[src/pfa_pkg.sv]
/*
  constants, register indices, field positions and types shared by the
  program flash self-access controller.
  assumes one instruction clock of 40 MHz and an Avalon-MM register bus.
*/
package pfa_pkg;
  // register indices; byte address is four times the index
  localparam int IDX_W = 10;
  localparam logic [9:0] IDX_DATA_LOW = 10'h10c;
  localparam logic [9:0] IDX_ADDR_LOW = 10'h10d;
  localparam logic [9:0] IDX_DATA_HIGH = 10'h10e;
  localparam logic [9:0] IDX_ADDR_HIGH = 10'h10f;
  localparam logic [9:0] IDX_CONTROL = 10'h18c;
  localparam logic [9:0] IDX_UNLOCK = 10'h18d;
  localparam logic [9:0] IDX_IRQ_STATUS = 10'h190;
  localparam logic [9:0] IDX_IRQ_ENABLE = 10'h191;
  localparam logic [9:0] IDX_IRQ_CLEAR = 10'h192;
  // control register fields
  localparam int CTL_SEL_BIT = 7;
  localparam int CTL_ERR_BIT = 3;
  localparam int CTL_WRITE_ENABLE_GATE_BIT = 2;
  localparam int CTL_WR_BIT = 1;
  localparam int CTL_RD_BIT = 0;
  // interrupt event bits
  localparam int EV_W = 3;
  localparam int EV_RD_DONE = 0;
  localparam int EV_WR_DONE = 1;
  localparam int EV_WR_REFUSED = 2;
  // word and address geometry
  localparam int WORD_W = 14;
  localparam int HIGH_W = 6;
  localparam int ADDR_W = 16;
  // unlock keys written to the unlock port
  localparam logic [7:0] UNLOCK_KEY1 = 8'h55;
  localparam logic [7:0] UNLOCK_KEY2 = 8'haa;
  // timing: one core clock is one instruction cycle
  localparam int CLK_PERIOD_NS = 25;
  localparam int INSN_NS = 25;
  localparam int READ_INSNS = 2;
  localparam int PREP_INSNS = 2;
  localparam int READ_CYCLES = (READ_INSNS * INSN_NS + CLK_PERIOD_NS - 1) / CLK_PERIOD_NS;
  localparam int PREP_CYCLES = (PREP_INSNS * INSN_NS + CLK_PERIOD_NS - 1) / CLK_PERIOD_NS;
  localparam int CNT_W = 2;
  localparam logic [1:0] CNT_ZERO = 2'h0;
  localparam logic [7:0] BYTE_ZERO = 8'h00;
  localparam logic [31:0] WORD_ZERO = 32'h0000_0000;
  typedef enum logic [1:0] {ST_IDLE, ST_READ, ST_WPREP, ST_WRITE} pfa_eng_t;
  typedef enum logic [1:0] {UL_NONE, UL_FIRST, UL_ARMED} pfa_ul_t;
endpackage

[src/pfa_ctrl.sv]
/*
  program flash self-access controller: address, data and control
  registers on an Avalon-MM slave, read and write engine toward the
  memory array, unlock sequence, core stall and interrupt status.
  assumes the array answers a read within two cycles and pulses
  mem_write_done once a write is finished; write protect is a static strap.
*/
// Behaviour
// - read takes two cycles, data then valid
// - fetched word loads high and low data
// - data registers hold until read or write
// - select bit routes access to program memory
// - core stalls while program write runs
// - execution resumes once the write reports done
// - cleared write protect blocks program writes
// - address, data, select, enable set before write
// - write start needs enable set earlier
// - clearing enable never aborts running write
// - uninterrupted three-step unlock (two keys, then start) precedes each write
// - two preparation cycles precede the stall
// - control bit layout, unused bits zero
module pfa_ctrl (
  input wire logic core_clk,
  input wire logic reset,
  input wire logic [11:0] avs_address,
  input wire logic avs_read,
  input wire logic avs_write,
  input wire logic [31:0] avs_writedata,
  output logic [31:0] avs_readdata,
  output logic avs_waitrequest,
  output logic [15:0] mem_addr,
  output logic [13:0] mem_wdata,
  input wire logic [13:0] mem_rdata,
  output logic prog_rd_req,
  output logic data_rd_req,
  output logic prog_wr_req,
  output logic data_wr_req,
  input wire logic mem_write_done,
  input wire logic program_write_protect_cfg,
  input wire logic core_irq_entry,
  output logic core_stall,
  output logic irq
);
  logic [7:0] data_low;
  logic [7:0] data_high;
  logic [7:0] addr_low;
  logic [7:0] addr_high;
  logic ctl_sel;
  logic ctl_err;
  logic ctl_write_enable_gate;
  logic ctl_wr;
  logic ctl_rd;
  logic wr_sel;
  logic [pfa_pkg::EV_W-1:0] irq_status;
  logic [pfa_pkg::EV_W-1:0] irq_enable;
  logic wp_s1;
  logic wp_s2;
  logic wp_s3;
  logic wp_ok;
  logic [pfa_pkg::CNT_W-1:0] cnt;
  pfa_pkg::pfa_eng_t eng;
  pfa_pkg::pfa_ul_t ul;
  logic [9:0] idx;
  logic acc;
  logic wr_acc;
  logic ctl_wr_acc;
  logic start_rd;
  logic wr_try;
  logic start_wr;
  logic rd_last;
  logic wr_done_ev;
  logic [pfa_pkg::EV_W-1:0] events;
  logic [7:0] wd;
  logic rst_q;

  // register index from a byte address
  function automatic logic [9:0] reg_index(input logic [11:0] a);
    return a[11:2];
  endfunction

  // read value of one register, zero for unmapped or write-only
  function automatic logic [7:0] reg_value(input logic [9:0] i);
    logic [7:0] v;
    v = pfa_pkg::BYTE_ZERO;
    unique case (i)
      pfa_pkg::IDX_DATA_LOW: v = data_low;
      pfa_pkg::IDX_DATA_HIGH: v = data_high;
      pfa_pkg::IDX_ADDR_LOW: v = addr_low;
      pfa_pkg::IDX_ADDR_HIGH: v = addr_high;
      pfa_pkg::IDX_CONTROL: begin
        v[pfa_pkg::CTL_SEL_BIT] = ctl_sel;
        v[pfa_pkg::CTL_ERR_BIT] = ctl_err;
        v[pfa_pkg::CTL_WRITE_ENABLE_GATE_BIT] = ctl_write_enable_gate;
        v[pfa_pkg::CTL_WR_BIT] = ctl_wr;
        v[pfa_pkg::CTL_RD_BIT] = ctl_rd;
      end
      pfa_pkg::IDX_IRQ_STATUS: v[pfa_pkg::EV_W-1:0] = irq_status;
      pfa_pkg::IDX_IRQ_ENABLE: v[pfa_pkg::EV_W-1:0] = irq_enable;
      default: v = pfa_pkg::BYTE_ZERO; // unlock port reads zero
    endcase
    return v;
  endfunction

  // bus decode and operation starts
  assign idx = reg_index(avs_address);
  assign wd = avs_writedata[7:0];
  assign acc = (avs_read || avs_write) && !avs_waitrequest;
  assign wr_acc = avs_write && !avs_waitrequest;
  assign ctl_wr_acc = wr_acc && (idx == pfa_pkg::IDX_CONTROL);
  assign rd_last = (eng == pfa_pkg::ST_READ) && (cnt == pfa_pkg::CNT_ZERO);
  assign wr_done_ev = (eng == pfa_pkg::ST_WRITE) && mem_write_done;
  assign wr_try = ctl_wr_acc && wd[pfa_pkg::CTL_WR_BIT] && !ctl_wr;
  // enable must already stand before this write, unlock armed, no protect
  assign start_wr = wr_try && ctl_write_enable_gate && (ul == pfa_pkg::UL_ARMED)
    && (eng == pfa_pkg::ST_IDLE)
    && (!wd[pfa_pkg::CTL_SEL_BIT] || wp_ok);
  assign start_rd = ctl_wr_acc && wd[pfa_pkg::CTL_RD_BIT] && !wr_try
    && (eng == pfa_pkg::ST_IDLE);
  assign events[pfa_pkg::EV_RD_DONE] = rd_last;
  assign events[pfa_pkg::EV_WR_DONE] = wr_done_ev;
  assign events[pfa_pkg::EV_WR_REFUSED] = wr_try && !start_wr;
  assign mem_addr = {addr_high, addr_low};
  assign mem_wdata = {data_high[pfa_pkg::HIGH_W-1:0], data_low};

  // avalon slave: one wait cycle, then accept with read data ready
  always_ff @(posedge core_clk) begin
    if (reset) begin
      avs_waitrequest <= 1'b1;
      avs_readdata <= pfa_pkg::WORD_ZERO;
    end else begin
      avs_waitrequest <= !((avs_read || avs_write) && avs_waitrequest);
      if (avs_read && avs_waitrequest) begin
        avs_readdata <= {24'h00_0000, reg_value(idx)};
      end
    end
  end

  // write protect strap through three flops, taken when last two agree
  always_ff @(posedge core_clk) begin
    if (reset) begin
      wp_s1 <= 1'b0;
      wp_s2 <= 1'b0;
      wp_s3 <= 1'b0;
      wp_ok <= 1'b0;
    end else begin
      wp_s1 <= program_write_protect_cfg;
      wp_s2 <= wp_s1;
      wp_s3 <= wp_s2;
      if (wp_s2 == wp_s3) begin
        wp_ok <= wp_s3;
      end
    end
  end

  // address registers
  always_ff @(posedge core_clk) begin
    if (reset) begin
      addr_low <= pfa_pkg::BYTE_ZERO;
      addr_high <= pfa_pkg::BYTE_ZERO;
    end else if (wr_acc) begin
      if (idx == pfa_pkg::IDX_ADDR_LOW) addr_low <= wd;
      if (idx == pfa_pkg::IDX_ADDR_HIGH) addr_high <= wd;
    end
  end

  // data registers: loaded by a finished read or by firmware, else held
  always_ff @(posedge core_clk) begin
    if (reset) begin
      data_low <= pfa_pkg::BYTE_ZERO;
      data_high <= pfa_pkg::BYTE_ZERO;
    end else if (rd_last) begin
      data_low <= mem_rdata[7:0];
      data_high <= {2'h0, mem_rdata[pfa_pkg::WORD_W-1:8]};
    end else if (wr_acc) begin
      if (idx == pfa_pkg::IDX_DATA_LOW) data_low <= wd;
      if (idx == pfa_pkg::IDX_DATA_HIGH) data_high <= wd;
    end
  end

  // reset level one edge ago, so a long reset keeps what its first edge saw
  always_ff @(posedge core_clk) begin
    rst_q <= reset;
  end

  // control register; a reset during a write leaves the error flag set
  always_ff @(posedge core_clk) begin
    if (reset) begin
      ctl_sel <= 1'b0;
      ctl_write_enable_gate <= 1'b0;
      ctl_wr <= 1'b0;
      ctl_rd <= 1'b0;
      if (rst_q) begin
        ctl_err <= ctl_err; // later reset edges keep the first edge's verdict
      end else if ((eng == pfa_pkg::ST_WPREP) || (eng == pfa_pkg::ST_WRITE)) begin
        ctl_err <= 1'b1; // write cut short by reset
      end else begin
        ctl_err <= 1'b0;
      end
    end else begin
      if (ctl_wr_acc) begin
        ctl_sel <= wd[pfa_pkg::CTL_SEL_BIT];
        ctl_write_enable_gate <= wd[pfa_pkg::CTL_WRITE_ENABLE_GATE_BIT]; // engine ignores it later
        if (!wd[pfa_pkg::CTL_ERR_BIT]) ctl_err <= 1'b0;
      end
      if (start_rd) ctl_rd <= 1'b1;
      else if (rd_last) ctl_rd <= 1'b0;
      if (start_wr) ctl_wr <= 1'b1;
      else if (wr_done_ev) ctl_wr <= 1'b0;
    end
  end

  // unlock sequence; any other access or an interrupt entry breaks it
  always_ff @(posedge core_clk) begin
    if (reset || core_irq_entry) begin
      ul <= pfa_pkg::UL_NONE;
    end else if (acc) begin
      if (wr_acc && idx == pfa_pkg::IDX_UNLOCK && wd == pfa_pkg::UNLOCK_KEY1) begin
        ul <= pfa_pkg::UL_FIRST;
      end else if (wr_acc && idx == pfa_pkg::IDX_UNLOCK && wd == pfa_pkg::UNLOCK_KEY2
                   && ul == pfa_pkg::UL_FIRST) begin
        ul <= pfa_pkg::UL_ARMED;
      end else begin
        ul <= pfa_pkg::UL_NONE;
      end
    end
  end

  // read and write engine toward the memory array
  always_ff @(posedge core_clk) begin
    if (reset) begin
      eng <= pfa_pkg::ST_IDLE;
      cnt <= pfa_pkg::CNT_ZERO;
      wr_sel <= 1'b0;
      prog_rd_req <= 1'b0;
      data_rd_req <= 1'b0;
      prog_wr_req <= 1'b0;
      data_wr_req <= 1'b0;
      core_stall <= 1'b0;
    end else begin
      unique case (eng)
        pfa_pkg::ST_IDLE: begin
          if (start_rd) begin
            eng <= pfa_pkg::ST_READ;
            cnt <= pfa_pkg::CNT_W'(pfa_pkg::READ_CYCLES - 1);
            prog_rd_req <= wd[pfa_pkg::CTL_SEL_BIT];
            data_rd_req <= !wd[pfa_pkg::CTL_SEL_BIT];
          end else if (start_wr) begin
            eng <= pfa_pkg::ST_WPREP;
            cnt <= pfa_pkg::CNT_W'(pfa_pkg::PREP_CYCLES - 1);
            wr_sel <= wd[pfa_pkg::CTL_SEL_BIT];
          end
        end
        pfa_pkg::ST_READ: begin
          if (cnt == pfa_pkg::CNT_ZERO) begin
            eng <= pfa_pkg::ST_IDLE;
            prog_rd_req <= 1'b0;
            data_rd_req <= 1'b0;
          end else begin
            cnt <= cnt - 1'b1;
          end
        end
        pfa_pkg::ST_WPREP: begin
          if (cnt == pfa_pkg::CNT_ZERO) begin
            eng <= pfa_pkg::ST_WRITE;
            prog_wr_req <= wr_sel;
            data_wr_req <= !wr_sel;
            core_stall <= wr_sel; // only program writes halt the core
          end else begin
            cnt <= cnt - 1'b1;
          end
        end
        pfa_pkg::ST_WRITE: begin
          prog_wr_req <= 1'b0;
          data_wr_req <= 1'b0;
          if (mem_write_done) begin
            eng <= pfa_pkg::ST_IDLE;
            core_stall <= 1'b0; // core goes on once the array reports the write done
          end
        end
      endcase
    end
  end

  // interrupt status, enable and clear; a new event wins over its clear
  always_ff @(posedge core_clk) begin
    if (reset) begin
      irq_status <= '0;
      irq_enable <= '0;
      irq <= 1'b0;
    end else begin
      if (wr_acc && idx == pfa_pkg::IDX_IRQ_CLEAR) begin
        irq_status <= (irq_status & ~wd[pfa_pkg::EV_W-1:0]) | events;
      end else begin
        irq_status <= irq_status | events;
      end
      if (wr_acc && idx == pfa_pkg::IDX_IRQ_ENABLE) irq_enable <= wd[pfa_pkg::EV_W-1:0];
      irq <= |(irq_status & irq_enable);
    end
  end
endmodule

[config.mk]
export PLATFORM = sky130hd
export DESIGN_NAME = pfa_ctrl
export DESIGN_NICKNAME = d
export VERILOG_FILES = /design/src/pfa_pkg.sv /design/src/pfa_ctrl.sv
export SDC_FILE = /design/constraint.sdc
export NUM_CORES = 1
export LEC_CHECK = 0
export BUFFER_PORTS_ARGS = -buffer_cell sky130_fd_sc_hd__buf_2
export CAP_MARGIN = 40
export CELL_PAD_IN_SITES_DETAIL_PLACEMENT = 1
export CELL_PAD_IN_SITES_GLOBAL_PLACEMENT = 2
export CORE_ASPECT_RATIO = 0.8
export CORE_MARGIN = 2
export CORE_UTILIZATION = 26
export DETAILED_ROUTE_END_ITERATION = 7
export PLACE_DENSITY = 0.86
export SKIP_CTS_REPAIR_TIMING = 1
export SLEW_MARGIN = 40
export SYNTH_ARGS = -nofsm -noshare
export SYNTH_HDL_FRONTEND = slang
export SYNTH_SLANG_ARGS = --single-unit
[constraint.sdc]
create_clock -name core_clk -period 1.72 [get_ports core_clk]
set_input_delay 0.258 -clock core_clk [delete_from_list [all_inputs] [get_ports core_clk]]
set_output_delay 0.258 -clock core_clk [all_outputs]
set_load 0.01 [all_outputs]
# Word-level counts from Yosys, hierarchy flattened
# Index checks and enable logic that the tools add are counted.
# W data, S select, Z words.
# classes
add_sub_neg,1
eq_ne,25
mux,43
bitwise_logic,6
n_reduce_logical,60
# ops
cell,count
$eq A10 B9 Y1 const B,9
$mux W8,3
$logic_and A1 B1 Y1,23
$pmux W3 S7,1
$mux W2,10
$mux W6,3
$reduce_bool A2 Y1,9
$mux W1,15
$reduce_and A3 Y1,5
$pmux W3 S4,1
$reduce_and A2 Y1,6
$ne A2 B2 Y1 const B,5
$pmux W1 S2,5
$pmux W1 S5,2
$eq A8 B7 Y1 const B,1
$eq A8 B8 Y1 const B,1
$pmux W2 S4,1
$logic_not A1 Y1,7
$and A3 B3 Y3,2
$eq A2 B2 Y1 const B,3
$or A3 B3 Y3,2
$eq A2 B1 Y1 const B,2
$logic_not A2 Y1,2
$logic_or A1 B1 Y1,4
other kinds (11),13
# word_totals
register_bits,70
in_bits,65
output_inout_bits,69
wordCells,164

# Depth between registers and ports, before layout
# logic_depth
depth_word,13
mapped_depth,8
mapped_depth_nobuf,7

# Worst setup path before layout
# No wires, ideal clock.
# synth_timing
path_type,input port to flip-flop
from,input port avs_address[7]
to,register data_high[1]
setup_ns,0.086
arrival_time_ns,1.773
t_required_ns,1.634
setup_slack_ns,-0.138
path_stages,7
n_path_buf,2
cell_sequence,or4b_4 > buf_6 > nor4_4 > nand3b_1 > buf_4 > mux2i_1 > a211oi_1
# synth_via
elab_chain_cells,3
# synth_rtl
element,line_no,source
start: declaration,pfa_ctrl.sv:25,"input wire logic [11:0] avs_address,"
$eq A10 B9 Y1,pfa_ctrl.sv:176,if (idx == pfa_pkg::IDX_DATA_HIGH) data_high <= wd;
$reduce_bool A2 Y1 (no line),--,
$reduce_and A2 Y1 (no line),--,
end signal: assignment,pfa_ctrl.sv:170,data_high <= pfa_pkg::BYTE_ZERO;
end signal: assignment,pfa_ctrl.sv:173,"data_high <= {2'h0, mem_rdata[pfa_pkg::WORD_W-1:8]};"
end signal: assignment,pfa_ctrl.sv:176,
end: declaration,pfa_ctrl.sv:45,logic [7:0] data_high;
# No other way between the ends.
# A chain may end at the register's enable or synchronous reset.

# Worst setup path in the final report
# layout_timing
from,input port avs_address[11]
to,register data_low[2]
# layout_via
elab_chain_cells,3
# layout_rtl
element,line_no,source
$eq A10 B9 Y1,pfa_ctrl.sv:175,if (idx == pfa_pkg::IDX_DATA_LOW) data_low <= wd;
$reduce_bool A2 Y1 (no line),--,
$reduce_and A2 Y1 (no line),--,
end signal: assignment,pfa_ctrl.sv:169,data_low <= pfa_pkg::BYTE_ZERO;
end signal: assignment,pfa_ctrl.sv:172,data_low <= mem_rdata[7:0];
end signal: assignment,pfa_ctrl.sv:175,
end: declaration,pfa_ctrl.sv:44,logic [7:0] data_low;
# No other way between the ends.

==> impl_metrics.ini <==
[sta]
layout_min_cycle_time_ps = 1720
setup_slack_ps = 1.79
setup-tns-final_ps = 0
grt_setup_unrepaired = yes
relSlewSlack_pct = 57.9
clock.fmax_ghz = 0.582
worst_pin_slew_ps = 631
finalHoldViolations = 0
fin_crit_sh_pct = 99.9
clock_skew_ps = 9.83
slew_viol_final = 0
setup_violations = 0

[die]
core_area_um2 = 14100
die_width_um = 138
io_pins = 134
die_h_um = 111
initial_core_util_pct = 26.3
dieArea_um2 = 15300
num_rows = 39

[detailed_routing]
drt_first_iter_violations = 204
first_pass_iters = 4
wl_per_cell_um = 17.6
vias = 3532
drcViolationCount = 0
via_per_inst = 4.94
drt_wl_total_um = 12600
antenna_left = 0

[power]
power.density_nw_per_um2 = 1120
ir_drop_uv = 509
leakagePower_nw = 2.21

[setup_path]
crit_path_end_kind = flip-flop
crit_path_start_kind = primary input
critPathKind = primary input to flip-flop
startpoint = avs_address[11]
arrival_ps = 1970
rrSetupSlack_ps = 10
reg2regPathDepth = 4
timing.rr.start = avs_waitrequest$_SDFF_PP1_
crit_end = data_low[2]$_SDFFE_PP0P_
crit_slowest_cell = or4b_4
cpPeakStageDelay_ps = 580
critPathRequiredTime_ps = 1970
path_cells = buf_6, or4b_4, nor4_4, buf_4, nand2_8, mux2i_1, a211oi_1
path_max_fanout = 8
r2r-end = eng[0]$_SDFFE_PP0P_

[logic_synthesis]
ys_types = 58
yosysSeqAreaShare_pct = 38.0
async_flop_share_pct = 0
synth-edff-count = 1
synth_top_area_cell = dfxtp_1
synthTopCellsByArea = dfxtp_1 37%, mux2i_1 8.6%, buf_4 6.3%, nand2_1 4.8%, nor2_1 4.2%
avgSynthCellArea_um2 = 8.79
ys.flop_type = dfxtp_1
syn_area_um2 = 3710
synth_top_area_share_pct = 37.2
ys_warn_count = 0
syn_inst = 422
ys_ff_latch = 70

[final_layout]
drive_gt1_share_pct = 34.0
nFillCells = 1672
synthToLayoutAreaGrowth_pct = 31.4
fin_nets = 595

[placed_design]
portBuffers = 83
place.gp.congestion = 0.839
post-place-ws_ps = -362
hpwl_um = 9360

[global_routing]
grt_max_degree = 30
grt_pass1_wl_um = 19500
grt_usage_pct = 16.7
overflow = 0
grt_antenna_before_repair = 1
grt_pass1_vias = 3604

[cts]
numClockSinks = 70
path_clk_slew_ps = 60
clock_path_buffers = 2
cts.htree.levels = 3
cts_tree = built
cts_buffers = 9
root_buffer = clkbuf_16
worstSkewPairLatency_ps = 340

[status]
outcome = finished, final reports clean

[hold_path]
hold_class = primary input to flip-flop
holdCritStartpoint = core_irq_entry

[run]
cap_violations = 0
==> through the flow <==
step / utilization (%) / instance area, um^2 / power [mW] / instances / hold slack [ps]
final: 34.6 / 4880 / 5.48 / 715 / 123
after global routing: 34.6 / 4870 / 5.76 / 714 / 116
after CTS: 33.5 / 4730 / 5.37 / 709 / 118
after detailed placement: 31.2 / 4400 / 3.36 / 693 / 439
after global placement: 31.2 / 4400 / 3.29 / 693 / 434
after floorplan: - / 3820 / 2.85 / 445 / 286
==> synthesized netlist by cell type (6+ instances only) <==
cell / instances
a211oi_1: 14
a21oi_1: 29
buf_2: 6
buf_4: 31
clkbuf_1: 14
dfxtp_1: 69
inv_1: 8
mux2i_1: 32
nand2_1: 47
nand2b_1: 6
nand3_1: 15
nor2_1: 42
nor3_1: 7
o21ai_0: 9
==> kinds of logic after synthesis <==
| family | after synthesis | synth area share (%) |
|---|---|---|
| AO/OA/AOI/OAI | 78 | 13.7 |
| adder cells (fa/ha/maj) | 5 | 1.69 |
| buffers and inverters | 66 | 10.7 |
| flip-flops | 70 | 38.0 |
| multiplexers | 39 | 12.3 |
| other | 1 | 0.101 |
| AND/OR/NAND/NOR | 163 | 23.6 |
==> area by class of cell <==
class	count	area, um^2	area share [%]
Multi-Input combinational cell	309	2090	42.9
Sequential cell	70	1420	29.1
Timing Repair Buffer	127	778	16.0
Clock buffer	10	250	5.13
Tap cell	184	230	4.72
Clock inverter	6	75.1	1.54
Inverter	8	30.0	0.616
Antenna cell	1	2.50	0.0513
==> power by group <==
group          leakage (nW)  total [mW]  internal, mW  switching (mW)
sequential            0.570        1.96          1.79           0.168
clock                 0.157        2.02          1.23           0.791
combinational          1.49        1.49         0.666           0.827
==> cells in the final DEF, fill, tap and decap left out, drive strengths merged, types with 5 or more instances in the layout <==
cell / count
buf: 127
dfxtp: 69
nand2: 48
nor2: 42
mux2i: 32
a21oi: 29
conb: 24
nand3: 15
a211oi: 14
inv: 11
clkbuf: 10
o21ai: 9
nor3: 8
nand2b: 6
and2: 5
mux4: 5
nand4: 5
nor4: 5
ha: 5
==> routing by layer <==
metal,track usage (%),wire (um),vias to the layer above
li1,-,-,1661
met1,23.8,5900,1727
met2,24.3,5520,132
met3,4.12,978,12
met4,5.70,192,0
met5,0,0,-
==> sequential cells by signal, indices dropped and copies added, names as in the netlist, 2 cells and up <==
name	flops
addr_low	8
ul	2
data_low	8
data_high	8
addr_high	8
eng	2
avs_readdata	8
cnt	2
irq_status	3
irq_enable	3
==> how the worst min path moves through the flow <==
stage                                    end  cells past startpoint
floorplan                      rst_q$_DFF_P_                      0
global placement            wp_s2$_SDFF_PP0_                      1
detailed placement  data_rd_req$_SDFFE_PP0P_                      1
CTS                       ul[1]$_SDFFE_PP0P_                      2
global route              ul[1]$_SDFFE_PP0P_                      2
finish                    ul[0]$_SDFFE_PP0P_                      2
==> critical path, delay by kind of cell <==
kind | cells | cell delay (ps)
AND/OR/NAND/NOR | 3 | 1000
buffers and inverters | 2 | 290
multiplexers | 1 | 160
AO/OA/AOI/OAI | 1 | 250
No activity file was read; power rests on OpenSTA's default activity.
